<file path="src/fbm_pkg.sv">
/*
  Constants and types shared by the host-side flash bus controller.
  Assumes a 10 MHz system clock and an asynchronous parallel NOR flash on the far side.
*/
package fbm_pkg;
  // timing, ns at 100 ns clock period
  localparam int CLK_PERIOD_NS = 100;
  localparam int T_CE_NS = 55;
  localparam int T_WP_NS = 35;
  localparam int T_RP_NS = 500;
  localparam int T_RH_NS = 200;
  localparam int T_READY_NS = 20000;
  // least times round up
  localparam int CE_CYC = (T_CE_NS + CLK_PERIOD_NS - 1) / CLK_PERIOD_NS + 1;
  localparam int WP_CYC = (T_WP_NS + CLK_PERIOD_NS - 1) / CLK_PERIOD_NS;
  localparam int RP_CYC = (T_RP_NS + CLK_PERIOD_NS - 1) / CLK_PERIOD_NS;
  localparam int RH_CYC = (T_RH_NS + CLK_PERIOD_NS - 1) / CLK_PERIOD_NS;
  localparam int READY_CYC = (T_READY_NS + CLK_PERIOD_NS - 1) / CLK_PERIOD_NS;
  // unlock addresses and command codes
  localparam logic [22:0] UNLOCK_ADDR1 = 23'h000555;
  localparam logic [22:0] UNLOCK_ADDR2 = 23'h0002aa;
  localparam logic [15:0] UNLOCK_DATA1 = 16'h00aa;
  localparam logic [15:0] UNLOCK_DATA2 = 16'h0055;
  localparam logic [15:0] CMD_PROGRAM = 16'h00a0;
  localparam logic [15:0] CMD_BYPASS_ENTER = 16'h0020;
  localparam logic [15:0] CMD_AUTOSEL = 16'h0090;
  localparam logic [15:0] CMD_ERASE_SETUP = 16'h0080;
  localparam logic [15:0] CMD_CHIP_ERASE = 16'h0010;
  localparam logic [15:0] CMD_SECTOR_ERASE = 16'h0030;
  localparam logic [15:0] CMD_RESET = 16'h00f0;
  localparam logic [15:0] CMD_BYPASS_EXIT1 = 16'h0090;
  localparam logic [15:0] CMD_BYPASS_EXIT2 = 16'h0000;
  // host-side operation codes
  localparam logic [2:0] OP_READ = 3'h0;
  localparam logic [2:0] OP_PROGRAM = 3'h1;
  localparam logic [2:0] OP_SECTOR_ERASE = 3'h2;
  localparam logic [2:0] OP_CHIP_ERASE = 3'h3;
  localparam logic [2:0] OP_AUTOSEL = 3'h4;
  localparam logic [2:0] OP_BYPASS_ENTER = 3'h5;
  localparam logic [2:0] OP_BYPASS_EXIT = 3'h6;
  localparam logic [2:0] OP_ARRAY_READ = 3'h7;
  typedef enum {
    ST_RESET, ST_RECOVER, ST_IDLE, ST_RD_WAIT, ST_WR_SETUP, ST_WR_LOW, ST_WR_HIGH,
    ST_BUSY_WAIT, ST_DONE
  } fbm_state_type;
endpackage

</file>
<file path="src/fbm_host.sv">
/*
  Host controller driving a parallel NOR flash through its pins: reset, select,
  output gate, write strobe, address, data and the accelerate pin.
  Assumes busy_indicator_n and data inputs are synchronous to clk_in; the flash has
  no clock and all device delays are met by whole-cycle waits.
*/
`timescale 1ns/1ps
module fbm_host import fbm_pkg::*; #(
  parameter int READY_CYCLES = READY_CYC,
  parameter int MAX_SECTORS = 8
) (
  input wire logic clk_in,
  input wire logic rst_in,
  // user side
  input wire logic req_valid_in,
  output logic req_ready_out,
  input wire logic [2:0] req_op_in,
  input wire logic [22:0] req_addr_in,
  input wire logic [15:0] req_data_in,
  input wire logic [3:0] req_count_in,
  input wire logic accel_req_in,
  output logic rsp_valid_out,
  output logic [15:0] rsp_data_out,
  output logic bypass_active_out,
  // flash pins
  output logic reset_n_out,
  output logic lower_half_select_n_out,
  output logic output_gate_n_out,
  output logic write_strobe_n_out,
  output logic [22:0] addr_out,
  input wire logic [15:0] dq_in,
  output logic [15:0] dq_out,
  output logic dq_oe_out,
  output logic protect_accel_pin_out,
  input wire logic busy_indicator_n_in
);
  localparam int CW = $clog2(READY_CYCLES + 2);
  // ==========================================================================
  // write sequence table
  // one bus write of a command sequence; idx walks the sequence
  function automatic logic [38:0] seq_word(input logic [2:0] op, input logic [3:0] idx,
                                           input logic bypass, input logic [22:0] a,
                                           input logic [15:0] d);
    logic [38:0] w;
    w = {UNLOCK_ADDR1, CMD_RESET};
    case (idx)
      4'h0: w = {UNLOCK_ADDR1, UNLOCK_DATA1};
      4'h1: w = {UNLOCK_ADDR2, UNLOCK_DATA2};
      4'h2: w = {UNLOCK_ADDR1, (op == OP_PROGRAM) ? CMD_PROGRAM : (op == OP_AUTOSEL) ? CMD_AUTOSEL :
                 (op == OP_BYPASS_ENTER) ? CMD_BYPASS_ENTER : CMD_ERASE_SETUP};
      4'h3: w = {UNLOCK_ADDR1, UNLOCK_DATA1};
      4'h4: w = {UNLOCK_ADDR2, UNLOCK_DATA2};
      default: w = {a, CMD_SECTOR_ERASE};
    endcase
    if (op == OP_PROGRAM && idx == 4'h3) w = {a, d};
    if (op == OP_CHIP_ERASE && idx == 4'h5) w = {UNLOCK_ADDR1, CMD_CHIP_ERASE};
    if (op == OP_ARRAY_READ) w = {UNLOCK_ADDR1, CMD_RESET};
    // bypass program and exit are two writes
    if (bypass && op == OP_PROGRAM) w = (idx == 4'h0) ? {UNLOCK_ADDR1, CMD_PROGRAM} : {a, d};
    if (op == OP_BYPASS_EXIT) w = (idx == 4'h0) ? {UNLOCK_ADDR1, CMD_BYPASS_EXIT1}
                                                : {UNLOCK_ADDR1, CMD_BYPASS_EXIT2};
    return w;
  endfunction
  // last write index of each sequence
  function automatic logic [3:0] seq_last(input logic [2:0] op, input logic bypass, input logic [3:0] n);
    case (op)
      OP_PROGRAM: seq_last = bypass ? 4'h1 : 4'h3;
      OP_SECTOR_ERASE: seq_last = 4'h5 + n;
      OP_CHIP_ERASE: seq_last = 4'h5;
      OP_BYPASS_EXIT: seq_last = 4'h1;
      OP_ARRAY_READ: seq_last = 4'h0;
      default: seq_last = 4'h2;
    endcase
  endfunction

  // ==========================================================================
  // state registers
  fbm_state_type state_q, state_d;
  logic [CW-1:0] cnt_q, cnt_d;
  logic [3:0] idx_q, idx_d;
  logic [2:0] op_q, op_d;
  logic [22:0] addr_q, addr_d;
  logic [15:0] data_q, data_d;
  logic [3:0] count_q, count_d;
  logic bypass_q, bypass_d;
  logic accel_q, accel_d;
  logic sel_n_q, sel_n_d, oe_n_q, oe_n_d, we_n_q, we_n_d, drive_q, drive_d, rst_n_q, rst_n_d;
  logic [22:0] pin_addr_q, pin_addr_d;
  logic [15:0] pin_data_q, pin_data_d, rsp_q, rsp_d;
  logic rsp_v_q, rsp_v_d;
  logic [38:0] w;

  // next-state logic
  always_comb begin
    state_d = state_q;
    cnt_d = cnt_q;
    idx_d = idx_q;
    op_d = op_q;
    addr_d = addr_q;
    data_d = data_q;
    count_d = count_q;
    bypass_d = bypass_q;
    accel_d = accel_q;
    sel_n_d = sel_n_q;
    oe_n_d = 1'b1;
    we_n_d = 1'b1;
    drive_d = 1'b0;
    rst_n_d = 1'b1;
    pin_addr_d = pin_addr_q;
    pin_data_d = pin_data_q;
    rsp_d = rsp_q;
    rsp_v_d = 1'b0;
    w = seq_word(op_q, idx_q, bypass_q, addr_q, data_q);
    case (state_q)
      ST_RESET: begin
        // reset pulse of at least the minimum width; device aborts and tristates
        rst_n_d = 1'b0;
        sel_n_d = 1'b1;
        cnt_d = cnt_q + 1'b1;
        if (cnt_q >= CW'(RP_CYC)) begin // the pin trails the state by one cycle, so count one more
          rst_n_d = 1'b1;
          cnt_d = '0;
          bypass_d = 1'b0;
          state_d = ST_RECOVER;
        end
      end
      ST_RECOVER: begin
        // recovery time, then busy high, bounded by the embedded ready time
        cnt_d = cnt_q + 1'b1;
        if ((cnt_q >= CW'(RH_CYC - 1) && busy_indicator_n_in) || cnt_q >= CW'(READY_CYCLES)) begin
          cnt_d = '0;
          // only a timeout leaves a write op here; a dead device is reset and retried without end
          state_d = (op_q == OP_PROGRAM || op_q == OP_SECTOR_ERASE || op_q == OP_CHIP_ERASE)
                    ? ST_WR_SETUP : ST_IDLE;
        end
      end
      ST_IDLE: begin
        sel_n_d = 1'b1; // standby between accesses
        // accel pin only raised on request and only while idle
        accel_d = accel_req_in;
        if (accel_q) bypass_d = 1'b1;
        if (accel_q && !accel_req_in) bypass_d = 1'b0;
        if (req_valid_in) begin
          op_d = req_op_in;
          addr_d = req_addr_in;
          data_d = req_data_in;
          count_d = (req_count_in >= 4'(MAX_SECTORS)) ? 4'(MAX_SECTORS - 1) : req_count_in;
          idx_d = '0;
          cnt_d = '0;
          pin_addr_d = req_addr_in;
          sel_n_d = 1'b0;
          if (req_op_in == OP_READ) begin
            oe_n_d = 1'b0;
            state_d = ST_RD_WAIT;
          end else begin
            state_d = ST_WR_SETUP;
          end
        end
      end
      ST_RD_WAIT: begin
        // from standby allow full select access time before sampling
        oe_n_d = 1'b0;
        cnt_d = cnt_q + 1'b1;
        if (cnt_q >= CW'(CE_CYC - 1)) begin
          rsp_d = dq_in; // autoselect codes come back here too
          rsp_v_d = 1'b1;
          sel_n_d = 1'b1;
          state_d = ST_IDLE;
        end
      end
      ST_WR_SETUP: begin
        sel_n_d = 1'b0;
        pin_addr_d = w[38:16];
        pin_data_d = w[15:0];
        drive_d = 1'b1;
        cnt_d = '0;
        state_d = ST_WR_LOW;
      end
      ST_WR_LOW: begin
        // strobe and select low, gate high
        we_n_d = 1'b0;
        drive_d = 1'b1;
        cnt_d = cnt_q + 1'b1;
        if (cnt_q >= CW'(WP_CYC - 1)) begin
          // strobe stays low here; the high state raises it, so the pulse is WP_CYC cycles
          state_d = ST_WR_HIGH;
        end
      end
      ST_WR_HIGH: begin
        drive_d = 1'b1;
        if (idx_q == seq_last(op_q, bypass_q, count_q)) begin
          cnt_d = '0;
          sel_n_d = 1'b1; // deselect is safe; device finishes the work
          if (op_q == OP_BYPASS_ENTER) bypass_d = 1'b1;
          if (op_q == OP_BYPASS_EXIT || op_q == OP_ARRAY_READ) bypass_d = accel_q;
          state_d = (op_q == OP_PROGRAM || op_q == OP_SECTOR_ERASE || op_q == OP_CHIP_ERASE)
                    ? ST_BUSY_WAIT : ST_DONE;
        end else begin
          idx_d = idx_q + 1'b1;
          if (idx_q >= 4'h5) addr_d = addr_q + 23'h008000; // next sector of the set
          state_d = ST_WR_SETUP;
        end
      end
      ST_BUSY_WAIT: begin
        // busy low during embedded work; timeout restarts via reset
        cnt_d = cnt_q + 1'b1;
        if (cnt_q >= CW'(2) && busy_indicator_n_in) state_d = ST_DONE;
        else if (cnt_q >= CW'(READY_CYCLES)) begin
          cnt_d = '0;
          idx_d = '0;
          if (op_q == OP_SECTOR_ERASE) addr_d = addr_q - 23'({count_q, 15'h0000});
          state_d = ST_RESET;
        end
      end
      ST_DONE: begin
        rsp_v_d = 1'b1;
        state_d = ST_IDLE;
      end
      default: state_d = ST_RESET;
    endcase
  end

  // registers only
  always_ff @(posedge clk_in or posedge rst_in) begin
    if (rst_in) begin
      state_q <= ST_RESET;
      cnt_q <= '0;
      idx_q <= '0;
      op_q <= OP_READ;
      addr_q <= '0;
      data_q <= '0;
      count_q <= '0;
      bypass_q <= 1'b0;
      accel_q <= 1'b0;
      sel_n_q <= 1'b1;
      oe_n_q <= 1'b1;
      we_n_q <= 1'b1;
      drive_q <= 1'b0;
      rst_n_q <= 1'b0;
      pin_addr_q <= '0;
      pin_data_q <= '0;
      rsp_q <= '0;
      rsp_v_q <= 1'b0;
    end else begin
      state_q <= state_d;
      cnt_q <= cnt_d;
      idx_q <= idx_d;
      op_q <= op_d;
      addr_q <= addr_d;
      data_q <= data_d;
      count_q <= count_d;
      bypass_q <= bypass_d;
      accel_q <= accel_d;
      sel_n_q <= sel_n_d;
      oe_n_q <= oe_n_d;
      we_n_q <= we_n_d;
      drive_q <= drive_d;
      rst_n_q <= rst_n_d;
      pin_addr_q <= pin_addr_d;
      pin_data_q <= pin_data_d;
      rsp_q <= rsp_d;
      rsp_v_q <= rsp_v_d;
    end
  end

  // ==========================================================================
  // outputs
  assign req_ready_out = (state_q == ST_IDLE);
  assign rsp_valid_out = rsp_v_q;
  assign rsp_data_out = rsp_q;
  assign bypass_active_out = bypass_q;
  assign reset_n_out = rst_n_q;
  assign lower_half_select_n_out = sel_n_q;
  assign output_gate_n_out = oe_n_q;
  assign write_strobe_n_out = we_n_q;
  assign addr_out = pin_addr_q;
  assign dq_out = pin_data_q;
  assign dq_oe_out = drive_q;
  assign protect_accel_pin_out = accel_q;

  // ==========================================================================
  // assertions
  a_write_gate_high: assert property (@(posedge clk_in) disable iff (rst_in)
    !write_strobe_n_out |-> (output_gate_n_out && !lower_half_select_n_out && dq_oe_out))
    else $error("write strobe low without select low and gate high");
  a_reset_min_width: assert property (@(posedge clk_in) disable iff (rst_in)
    $fell(reset_n_out) |-> !reset_n_out [*5])
    else $error("reset pulse shorter than minimum width");
  a_read_waits_access: assert property (@(posedge clk_in) disable iff (rst_in)
    $rose(state_q == ST_RD_WAIT) |-> !rsp_v_q [*2])
    else $error("read sampled before select access time");
  a_bypass_two_writes: assert property (@(posedge clk_in) disable iff (rst_in)
    (state_q == ST_IDLE && req_valid_in && req_op_in == OP_PROGRAM && bypass_q) |->
    ##[1:20] (state_q == ST_WR_HIGH && idx_q == 4'h1) ##1 (state_q == ST_BUSY_WAIT))
    else $error("bypass program not two writes");
  a_recover_before_use: assert property (@(posedge clk_in) disable iff (rst_in)
    $rose(reset_n_out) |-> !req_ready_out [*2])
    else $error("request accepted inside recovery time");
  a_accel_idle_only: assert property (@(posedge clk_in) disable iff (rst_in)
    $changed(protect_accel_pin_out) |-> $past(state_q) == ST_IDLE)
    else $error("accelerate pin changed outside idle");
  a_no_drive_in_reset: assert property (@(posedge clk_in) disable iff (rst_in)
    !reset_n_out |-> (!dq_oe_out && write_strobe_n_out))
    else $error("bus driven during device reset");
  a_busy_holds_wait: assert property (@(posedge clk_in) disable iff (rst_in)
    (state_q == ST_BUSY_WAIT && cnt_q >= CW'(2) && !busy_indicator_n_in && cnt_q < CW'(READY_CYCLES))
    |=> state_q == ST_BUSY_WAIT)
    else $error("left busy wait while device busy");
endmodule

</file>
<file path="config.mk">
export PLATFORM = sky130hd
export DESIGN_NAME = fbm_host
export DESIGN_NICKNAME = d
export VERILOG_FILES = /design/src/fbm_pkg.sv /design/src/fbm_host.sv
export SDC_FILE = /design/constraint.sdc
export NUM_CORES = 1
export LEC_CHECK = 0
export ABC_AREA = 0
export BUFFER_PORTS_ARGS = -buffer_cell sky130_fd_sc_hd__buf_4
export CAP_MARGIN = 20
export CORE_MARGIN = 1.5
export CORE_UTILIZATION = 44
export DETAILED_ROUTE_END_ITERATION = 10
export PLACE_DENSITY = 0.66
export SYNTH_ARGS = -nofsm -noshare
export SYNTH_HDL_FRONTEND = slang
export SYNTH_SLANG_ARGS = --single-unit
</file>
<file path="constraint.sdc">
create_clock -name clk_in -period 4.35 [get_ports clk_in]
set_clock_uncertainty 0.2 [all_clocks]
set_input_delay 0.2175 -clock clk_in [delete_from_list [all_inputs] [get_ports clk_in]]
set_output_delay 0.2175 -clock clk_in [all_outputs]
set_load 0.005 [all_outputs]
</file>
[Word level (Yosys, flattened, before mapping)]
Index checks and enable logic that the tools add are counted.
Widths: inputs -> output; s select.
Word-level totals
  register bits: 153
Cells by class
  add/sub/neg operators: 5
  reductions and logical operators: 32
  muxes and demuxes: 67
  equality and inequality tests: 36
  order comparisons: 7
Operators by type and width (number)
  $pmux 32 s9: 1
  $mux 39: 6
  $mux 32: 7
  $eq 32x3->1 const B: 5
  $mux 23: 6
  $pmux 39 s3: 1
  $mux 8: 10
  $pmux 23 s3: 1
  $eq 32x2->1 const B: 2
  $pmux 8 s7: 1
  $pmux 23 s2: 1
  $eq 32x1->1 const B: 1
  $eq 32x4->1 const B: 1
  $logic_not 32->1: 1
  $mux 4: 8
  $add 23x16->23 const B: 1
  $sub 23x19->23: 1
  $ne 2x2->1 const B: 11
  $pmux 4 s5: 1
  $ge 8x1->1 const B: 2
  $mux 1: 16
  $eq 3x3->1 const B: 4
  $pmux 4 s3: 1
  $reduce_and 5->1: 2
  other kinds (35): 56

[Depth between registers and ports, before layout]
Gate-level depths: netlist of run 1.
  word-level depth: 11
  depth in mapped cells: 14
  mapped depth without buffers: 12

[Least setup slack after synthesis of run 1]
No wires, ideal clock.
  path type: reg2reg
  start point: register state_q[0]
  end point: register addr_q[21]
  required time: 4.025 ns
  stages on the path, launching flop included: 15
  path slack: 1.499 ns
  library setup time: 0.125 ns
  data arrival time: 2.527 ns
  cell sequence: dfrtp_1 buf_2 buf_1 nand2_1 or3_1 ha_1 inv_1 fa_1 a21o_1 a21oi_1 o21bai_1 a21oi_1 xor2_1 o21ai_0 mux2_2
On the way
  word-level cells in the longest chain between the ends: 3
  elaborated cells on any way between the ends: 12
RTL lines
  from (decl): line fbm_host.sv:78  | fbm_state_type state_q, state_d;
  from (signal assigned): line fbm_host.sv:245  | state_q <= state_d;
  $eq 32x3->1 or $eq 32x2->1 (tied branches): line fbm_host.sv:114  | case (state_q)
  $ne 2x2->1 (no line) or $reduce_bool 3->1 (tied branches)
  $reduce_and 7->1 (no line)
  to (signal assigned): line fbm_host.sv:249  | addr_q <= addr_d;
  to (decl): line fbm_host.sv:82  | logic [22:0] addr_q, addr_d;
Several ways; a longest one is shown, not always the timed one.
A chain may end at the register's enable or synchronous reset.

[Worst setup path in the final report of run 1]
  start point: register state_q[2]
  end point: register addr_q[22]
Same word-level chain as after synthesis.

==> impl_metrics.toml, run 1 <==
[detailed_routing]
wl_per_cell_um = 15.6
highest_layer = "met4"
drt-met1-wl_mm = 7.64
wl_met3_mm = 1.13
num_vias = 5800
first_pass_iters = 5
vias_per_cell = 5.33
drc = 0
dr.first_iter.drc_count = 461
dr_wl_met2_mm = 8.00
drtAntennaViolNets = 0
drt_wl_total_mm = 17.0

[power_and_ir_drop]
vdd_drop_max_mv = 0.418
power_leakage_nw = 4.23
power.density_nw_per_um2 = 695

[clock_network]
cts_tree = "done"
post_cts_buffers = 0
cts.path.max_buffers = 2
clkLatencyLatePin_ns = 0.42
clk_pin_slew_ns = 0.06
cts-root-buf = "clkbuf_16"
htreeDepth = 4
cts_num_sinks = 125
numCtsBuffers = 17

[yosys]
yosys_warnings = 0
synth_top_family_by_area = "simple AND/OR/NAND/NOR gates"
synth_flop_cell = "dfrtp_1"
synth_edf_count = 0
seq_area_frac_synth_pct = 48.9
synth.cell_area_sq_um = 6410
synth_cells = 707
synth_simple_gate_area_share_pct = 20.3
synth.avg_cell_area_sq_um = 9.06
synth.area.mux_share_pct = 3.96
synth_compound_area_share_pct = 18.5
ys_seq_elements = 125
synth_nets = 792
async_reset_ff_share_pct = 100
synth_fa_ha_area_share_pct = 3.63
synthXorXnorAreaFrac_pct = 1.50
synthDistinctLibCells = 65

[finish]
finalNonFillerCells = 1089
drive_above_1_share_pct = 22.3
num-nets-final = 981
diodes = 0
finalInstanceArea_sq_um = 8830
syn2layout_area_growth_pct = 37.8

[timing]
hold_viol = 0
rsz0062_at_grt = "false"
final.period_utilization_pct = 78.3
relSlewSlack_pct = 31.3
fin_crit_ns = 3.40
max_freq_ghz = 0.294
setup_slack_ns = 0.946
worstMarginPinSlew_ns = 1.03
drv_slew = 0
fin_setup_tns_ns = 0
setup_viol = 0
whs_ns = 0.257

[setup_path]
worstPathRequired_ns = 4.45
critPathSlowestCell = "dfrtp_1"
crit_arrival_ns = 3.50
worst_path_most_repeated_cell = "nand3_1"
cp-end-kind = "register"
critPathKind = "register to register"
path_cells = "and2b_1 -> nand3_1 -> nor2_1 -> ha_1 -> nor2b_1 -> o2111ai_1 -> nand3_1 -> o41a_1 -> xnor2_1 -> o31a_1 -> o22a_1"
start_kind = "register"
critPathMaxFanout = 18
cpPeakStageDelay_ns = 0.70

[placement]
gp_congestion = 0.846
io_buffers = 130
placedCellCount = 989
hpwl_mm = 11.5
post-place-ws_ns = 1.02
placed_area_sq_um = 7510

[die]
die_w_um = 124
core_area_sq_um = 14000
io_pins = 131
rows = 43
dieArea_sq_um = 15300
start_util_pct = 45.6
die_y_um = 124

[global_route]
grt_usage_pct = 23.4
grt_start_max_net_pins = 55
grt_pass1_wl_mm = 27.7
grt_pass1_vias = 5684
overflow = 0
antenna_found_initial = 0

[run_status]
status = "complete, no violations"

[min_path]
min_path_type = "input pin to asynchronous set/reset pin"

[run]
maxCapViolations = 0
## layout by cell type, fill, tap and decap left out, types with 6 or more instances in the layout
cell type      instances
o21ai_1                7
inv_1                 16
xnor2_1               10
nand3_1               13
a22o_1                10
clkbuf_16             17
dfrtp_1              122
a21o_1                10
a31oi_1                6
nor2_1                67
a21oi_1               48
nor3_1                 6
o21bai_1               6
buf_4                136
ha_1                  17
nor2b_1               13
nand2_1              161
o21ai_0               46
nand2b_1              15
mux2_2                19
dlygate4sd3_1         68
a22oi_1                6
## path summary, 6_finish.rpt
path	from	endpoint	slack, ns	depth (start not counted)
max in group asynchronous	rst_in	addr_out[7]$_DFFE_PP0P_	2.69	4
setup / recovery	state_q[2]$_DFFE_PP0P_	addr_q[22]$_DFFE_PP0P_	0.95	11
hold reg to reg	data_q[12]$_DFFE_PP0P_	data_q[12]$_DFFE_PP0P_	0.28	2
setup reg to reg	state_q[2]$_DFFE_PP0P_	addr_q[22]$_DFFE_PP0P_	0.95	11
hold / removal	rst_in	addr_q[6]$_DFFE_PP0P_	0.26	3
min in group clk_in	data_q[12]$_DFFE_PP0P_	data_q[12]$_DFFE_PP0P_	0.28	2
## cell type report
cell class | count | area [sq um]
inverter | 17 | 66.3
multi-input combinational | 531 | 3070
clock buffer | 17 | 425
sequential | 125 | 3130
timing repair buffer | 204 | 1700
clock inverter | 15 | 213
tap | 180 | 225
fill | 1161 | 5210
## sequential cells by signal (all words and copies together), names as in the netlist, 4 cells and up
register / cells
addr_out: 23
addr_q: 23
data_q: 16
dq_out: 16
rsp_data_out: 16
cnt_q: 8
count_q: 4
idx_q: 4
state_q: 4
## cells by family (layout without fill, tap and decap cells)
kind of cell / Yosys count / count (layout)
xor gates and xnor gates: 11 / 11
buffers and inverters: 51 / 253
muxes: 23 / 23
and+or+nand+nor: 298 / 298
AOI/OAI and AO/OA: 181 / 181
DFF: 125 / 125
adders and majority gates: 18 / 18
## power by group
group	total (mW)	internal, mW	leakage (nW)	switching [mW]
registers	2.10	1.67	1.54	0.430
clock network	1.52	0.969	0.306	0.554
logic	2.52	1.20	2.38	1.32
## Yosys cell counts (2+ instances only)
master	count	area, sq um
a21oi_1	48	240
or3_1	2	12.5
nor3b_1	2	15.0
nor3_1	6	30.0
o311ai_1	2	17.5
o21a_1	2	15.0
o31ai_2	3	37.5
and3_1	4	25.0
nand2b_1	15	93.8
o211ai_1	4	30.0
nand2_1	161	604
and2b_1	2	15.0
o22ai_1	4	25.0
a32o_1	2	20.0
nand4_1	3	18.8
mux2_2	19	214
clkbuf_1	22	82.6
a22o_1	10	87.6
or2_2	2	12.5
inv_1	17	63.8
o21ai_0	46	230
nor2_1	67	251
o41ai_1	2	17.5
o21ai_1	7	35.0
a31oi_1	6	37.5
nor2b_1	13	81.3
o31ai_1	4	30.0
xnor2_1	10	87.6
nand3_1	13	65.1
ha_1	17	213
buf_1	4	15.0
dfrtp_1	122	3050
a22oi_1	6	45.0
a21o_1	10	75.1
mux2i_1	4	40.0
buf_2	7	35.0
o31a_1	4	35.0
o21bai_1	6	45.0
dfstp_2	3	78.8
## critical path, delay by kind of cell (launching register included)
family | cells | cell delay, ns
DFF | 1 | 0.70
AOI/OAI and AO/OA | 4 | 0.95
and+or+nand+nor | 5 | 1.01
adders and majority gates | 1 | 0.26
xor gates and xnor gates | 1 | 0.15
## through the flow
step	power [mW]	utilization, %
after floorplan	3.66	-
after global placement	4.47	53.5
after detailed placement	4.55	53.5
after CTS	6.16	62.9
after global routing	6.60	62.9
final	6.14	62.9
## timing repair
action                                 4_1_cts  5_1_grt
endpoints found under the hold margin      130        0
gates resized for setup                      0        0
hold buffers                                68        0
## layer usage
layer | vias up | track usage [%]
li1 | 2821 | -
met1 | 2746 | 30.4
met2 | 212 | 38.2
met3 | 21 | 6.04
met4 | 0 | 7.47
met5 | - | 0
Power figures use the tool's default switching activity.
==> run 2: changes to the inputs <==
--- a/config.mk
+++ b/config.mk
@@ -11,7 +11,7 @@
 export CORE_MARGIN = 1.5
 export CORE_UTILIZATION = 44
 export DETAILED_ROUTE_END_ITERATION = 10
-export PLACE_DENSITY = 0.66
+export PLACE_DENSITY = 0.69
 export SYNTH_ARGS = -nofsm -noshare
 export SYNTH_HDL_FRONTEND = slang
 export SYNTH_SLANG_ARGS = --single-unit
==> constraint.sdc (replaced) <==
create_clock -name clk_in -period 2.9 [get_ports clk_in]
set_clock_uncertainty 0.2 [all_clocks]
set_input_delay 0.145 -clock clk_in [delete_from_list [all_inputs] [get_ports clk_in]]
set_output_delay 0.145 -clock clk_in [all_outputs]
set_load 0.005 [all_outputs]
==> run 2 against run 1 <==
Against the previous run:
- non-clock buffer count increased by 25
- count of clock-buffer cells in the layout did not move
- design area up 2.0%
- fmax rose by 22%
- register-to-register slack worse by 0.84 ns
- largest cell class unchanged
- largest power group unchanged
- highest routed layer unchanged
==> impl_metrics.toml, run 2 (synthesis results as in run 1) <==
[run_status]
status = "complete, no violations"

[power_and_ir_drop]
power_leakage_nw = 4.33
power_mw = 9.23
power.density_nw_per_um2 = 1020
vdd_drop_max_mv = 0.649

[min_path]
min_path_type = "input pin to register"
hold_path_startpoint = "req_data_in[3]"
min_to = "data_q[3]$_DFFE_PP0P_"
holdPathStages = 4

[setup_path]
critical_path.top_delay_family = "compound AO/OA/AOI/OAI gates"
worstPathRequired_ns = 3.00
cpPeakStageDelay_ns = 0.40
worst_r2r_endpoint = "addr_q[21]$_DFFE_PP0P_"
r2r_slack_ns = 0.10
critPathKind = "register to register"
reg2reg_depth = 12
r2r_start = "state_q[3]$_DFFE_PP0P_"
critPathSlowestCell = "fa_1"
path_buf_inv = 1
cp-end-kind = "register"
critPathMaxFanout = 4
crit_arrival_ns = 2.89
path_cells = "nand2b_1 -> or3_1 -> ha_1 -> inv_1 -> fa_1 -> a21o_1 -> a21oi_2 -> o21bai_1 -> a21oi_1 -> xor2_1 -> o21ai_0 -> mux2_2"
start_kind = "register"

[finish]
layout_common_cells = "161 x nand2_1, 160 x buf_4, 122 x dfrtp_1, 68 x dlygate4sd3_1, 64 x nor2_1"
diodes = 0
fill_cells = 1095
syn2layout_area_growth_pct = 40.6
finalNonFillerCells = 1114
drive_above_1_share_pct = 25.1
finalInstanceArea_sq_um = 9010
num-nets-final = 1006
final_common_cell = "nand2_1"

[timing]
fin_crit_ns = 2.80
hold_viol = 0
max_freq_ghz = 0.358
final.period_utilization_pct = 96.4
rsz0062_at_grt = "true"
relSlewSlack_pct = 56.9
setup_viol = 0
drv_slew = 0
worstMarginPinSlew_ns = 0.647

[detailed_routing]
vias_per_cell = 5.32
drc = 0
wl_per_cell_um = 15.2
num_vias = 5922
drt_wl_total_mm = 16.9
dr.first_iter.drc_count = 460
first_pass_iters = 5
drtAntennaViolNets = 0

[clock_network]
cts-root-buf = "clkbuf_16"
htreeDepth = 4
cts.path.max_buffers = 2
clk_pin_slew_ns = 0.06
cts_tree = "done"
clkLatencyLatePin_ns = 0.42
numCtsBuffers = 17
cts_num_sinks = 125

[global_route]
antenna_found_initial = 0
grt_pass1_wl_mm = 27.9
grt_pass1_vias = 5993
overflow = 0
grt_usage_pct = 23.2
grt_start_max_net_pins = 126

[placement]
gp_congestion = 0.927
io_buffers = 130
placedCellCount = 1010
placed_area_sq_um = 7680
hpwl_mm = 11.5

[die]
io_pins = 131
die_y_um = 124
rows = 43
die_w_um = 124
start_util_pct = 45.6
core_area_sq_um = 14000
dieArea_sq_um = 15300

[run]
maxCapViolations = 0
==> run 2: report_power, final <==
group	switching, mW	leakage, nW	internal (mW)
Sequential	0.557	1.54	2.50
Combinational	2.10	2.50	1.97
Clock	0.824	0.289	1.28
==> run 2: what timing repair did <==
action	CTS	global route
setup buffers	0	4
hold buffers	68	0
endpoints found under the setup margin	0	8
gates resized for setup	0	6
hold endpoints to repair	212	0
==> run 2: worst register-to-register path, stage by stage, from the launching register on <==
cell,delay [ns]
dfrtp_1,0.37
nand2b_1,0.16
or3_1,0.14
ha_1,0.18
inv_1,0.07
fa_1,0.40
a21o_1,0.20
a21oi_2,0.18
o21bai_1,0.08
a21oi_1,0.16
xor2_1,0.16
o21ai_0,0.11
mux2_2,0.28
==> run 2: final cells by class <==
type	instances	area, sq um	area share [%]
clock buffers	17	425	4.72
clock inverters	15	161	1.79
inverters	17	67.6	0.750
multi-input cells	531	3100	34.4
flip-flops and latches	125	3130	34.8
well taps	180	225	2.50
repair buffers	229	1900	21.1
==> run 2: worst max path at each step <==
stage                           startpoint                     end  slack [ns]  cells after the start
floorplan           state_q[0]$_DFFE_PP0P_  addr_q[21]$_DFFE_PP0P_        0.05                     14
global placement    state_q[3]$_DFFE_PP0P_  addr_q[22]$_DFFE_PP0P_        0.16                     11
detailed placement  state_q[3]$_DFFE_PP0P_  addr_q[21]$_DFFE_PP0P_        0.04                     12
CTS                 state_q[2]$_DFFE_PP0P_  addr_q[21]$_DFFE_PP0P_       0.009                     12
global route        state_q[3]$_DFFE_PP0P_  addr_q[21]$_DFFE_PP0P_       -0.07                     12
finish              state_q[3]$_DFFE_PP0P_  addr_q[21]$_DFFE_PP0P_        0.10                     12
==> run 2: metrics by stage <==
step / utilization, % / worst slack, ns / TNS [ns] / hold slack, ns
detailed placement: 54.7 / 0.0409 / 0 / 0.145
CTS: 63.7 / 0.00917 / 0 / 0.258
floorplan: - / 0.0486 / 0 / 0.0504
finish: 64.2 / 0.105 / 0 / 0.272
global route: 64.2 / -0.0715 / -0.0715 / 0.273
global placement: 54.7 / 0.158 / 0 / 0.136
==> run 2: layer usage <==
metal	share of wire [%]	up-vias	global-route usage (%)
met3	6.3	21	5.49
met1	44	2832	30.1
met4	1.2	0	8.12
li1	-	2859	-
met2	48	210	38.1
met5	0	-	0
==> run 3: changes to the inputs <==
--- a/config.mk
+++ b/config.mk
@@ -11,7 +11,7 @@
 export CORE_MARGIN = 1.5
 export CORE_UTILIZATION = 44
 export DETAILED_ROUTE_END_ITERATION = 10
-export PLACE_DENSITY = 0.69
+export PLACE_DENSITY = 0.79
 export SYNTH_ARGS = -nofsm -noshare
 export SYNTH_HDL_FRONTEND = slang
 export SYNTH_SLANG_ARGS = --single-unit
==> run 3 against run 2 <==
Against the previous run:
- count of clock-buffer cells in the layout rose by 1
- critical path depth shrank 1
- non-clock buffer count grew 1
- setup slack lost 0.069 ns
- global-route usage rose by 0.50 points
- worst hold slack got worse by 0.074 ns
- final cell count about the same
- critical endpoint is now addr_q[22]$_DFFE_PP0P_
- largest cell class unchanged
==> impl_metrics.toml, run 3 (synthesis results as in run 1) <==
[run_status]
status = "complete, no violations"

[global_route]
grt_pass1_wl_mm = 28.5
antenna_found_initial = 0
grt_start_max_net_pins = 86
overflow = 0
grt_usage_pct = 23.7
grt_pass1_vias = 6067

[die]
io_pins = 131
core_area_sq_um = 14000
die_w_um = 124
die_y_um = 124
dieArea_sq_um = 15300
start_util_pct = 45.6
rows = 43

[finish]
final_common_cell = "buf_4"
final_util_pct = 64.6
drive_above_1_share_pct = 25.7
fill_cells = 1129
syn2layout_area_growth_pct = 41.6
diodes = 0
layout_common_cells = "161 x buf_4, 160 x nand2_1, 122 x dfrtp_1, 68 x dlygate4sd3_1, 65 x nor2_1"
num-nets-final = 1007

[timing]
rsz0062_at_grt = "true"
setup_viol = 0
worstMarginPinSlew_ns = 0.702
final.period_utilization_pct = 98.8
fin_crit_ns = 2.86
whs_ns = 0.198
max_freq_ghz = 0.349
relSlewSlack_pct = 53.1
setup_slack_ns = 0.0351
drv_slew = 0
hold_viol = 0

[power_and_ir_drop]
power_leakage_nw = 4.35
power.density_nw_per_um2 = 1030
vdd_drop_max_mv = 0.509
power_mw = 9.33

[detailed_routing]
first_pass_iters = 8
drc = 0
dr.first_iter.drc_count = 403
vias_per_cell = 5.40
num_vias = 6022
wl_per_cell_um = 15.6
drt_wl_total_mm = 17.4
drtAntennaViolNets = 0

[clock_network]
cts_tree = "done"
cts-root-buf = "clkbuf_16"
clkLatencyLatePin_ns = 0.42
htreeDepth = 4
cts_num_sinks = 125
numCtsBuffers = 17
cts.path.max_buffers = 2
clk_pin_slew_ns = 0.06

[placement]
post-place-ws_ns = 0.104
gp_congestion = 0.917
hpwl_mm = 11.1
io_buffers = 130

[setup_path]
r2r_start = "state_q[3]$_DFFE_PP0P_"
crit_end = "addr_q[22]$_DFFE_PP0P_"
start_kind = "register"
crit_arrival_ns = 2.97
cp-end-kind = "register"
worstPathRequired_ns = 3.00
r2r_slack_ns = 0.04
reg2reg_depth = 11
worst_r2r_endpoint = "addr_q[22]$_DFFE_PP0P_"
critPathMaxFanout = 4
startpoint = "state_q[3]$_DFFE_PP0P_"
critPathKind = "register to register"

[min_path]
min_path_type = "input pin to asynchronous set/reset pin"

[run]
maxCapViolations = 0
## run 3: changes by cell type in the layout (fill, tap and decap cells not counted), sizes merged
cell      delta
inv          -4
buf          +1
bufinv       +1
clkbuf       +1
clkinv       +1
clkinvlp     +1
## run 3: how the worst min path moves through the flow
stage                         start                     end  slack [ns]  cells past startpoint
finish                       rst_in  addr_q[18]$_DFFE_PP0P_        0.20                      3
global route                 rst_in  addr_q[18]$_DFFE_PP0P_        0.24                      3
global placement             rst_in  count_q[2]$_DFFE_PP0P_        0.08                      2
CTS                          rst_in  addr_q[18]$_DFFE_PP0P_        0.21                      3
floorplan           req_addr_in[11]  addr_q[11]$_DFFE_PP0P_        0.05                      2
detailed placement           rst_in  addr_q[18]$_DFFE_PP0P_        0.09                      2
## run 3: repair_timing
action                                  CTS  global route
endpoints found under the setup margin    0            14
endpoints found under the hold margin   118             0
hold buffers                             68             0
gates resized for setup                   0            11
buffers inserted                          0             2
## run 3: through the flow
| step | area [sq um] | instances | setup TNS [ns] |
|---|---|---|---|
| final | 9070 | 1115 | 0 |
| after global routing | 9070 | 1115 | -0.117 |
| after CTS | 9000 | 1113 | 0 |
| after detailed placement | 7710 | 1013 | 0 |
| after global placement | 7710 | 1013 | 0 |
| after floorplan | 6410 | 707 | 0 |
## run 3: cell type report
type	instances	area, sq um	share of cell area [%]
clock buffer	18	439	4.84
timing repair buffer	230	1910	21.1
tap	180	225	2.48
multi-input combinational	531	3130	34.5
inverter	17	67.6	0.745
clock inverter	14	169	1.86
sequential	125	3130	34.5
## run 3: worst max-delay path, stage by stage, from the launching register on
cell       delay, ns
dfrtp_1         0.39
and2b_1         0.24
nand3_2         0.11
buf_4           0.17
nor2_1          0.10
ha_1            0.31
o2111ai_2       0.12
nand3_1         0.12
o41a_1          0.43
xnor2_2         0.17
o31a_1          0.25
o22a_1          0.16
## run 3: per-layer routing
layer	vias up	track usage (%)	routed length (um)
met5	-	0	0
met4	0	6.47	174
met3	18	6.46	1270
met2	224	39.0	8450
met1	2908	31.0	7460
li1	2872	-	-
## run 3: report_power, final
part           switching [mW]  leakage, nW  internal, mW
clock                   0.796        0.296          1.37
sequential              0.546         1.54          2.50
combinational            2.14         2.51          1.97
total                    3.48         4.35          5.85
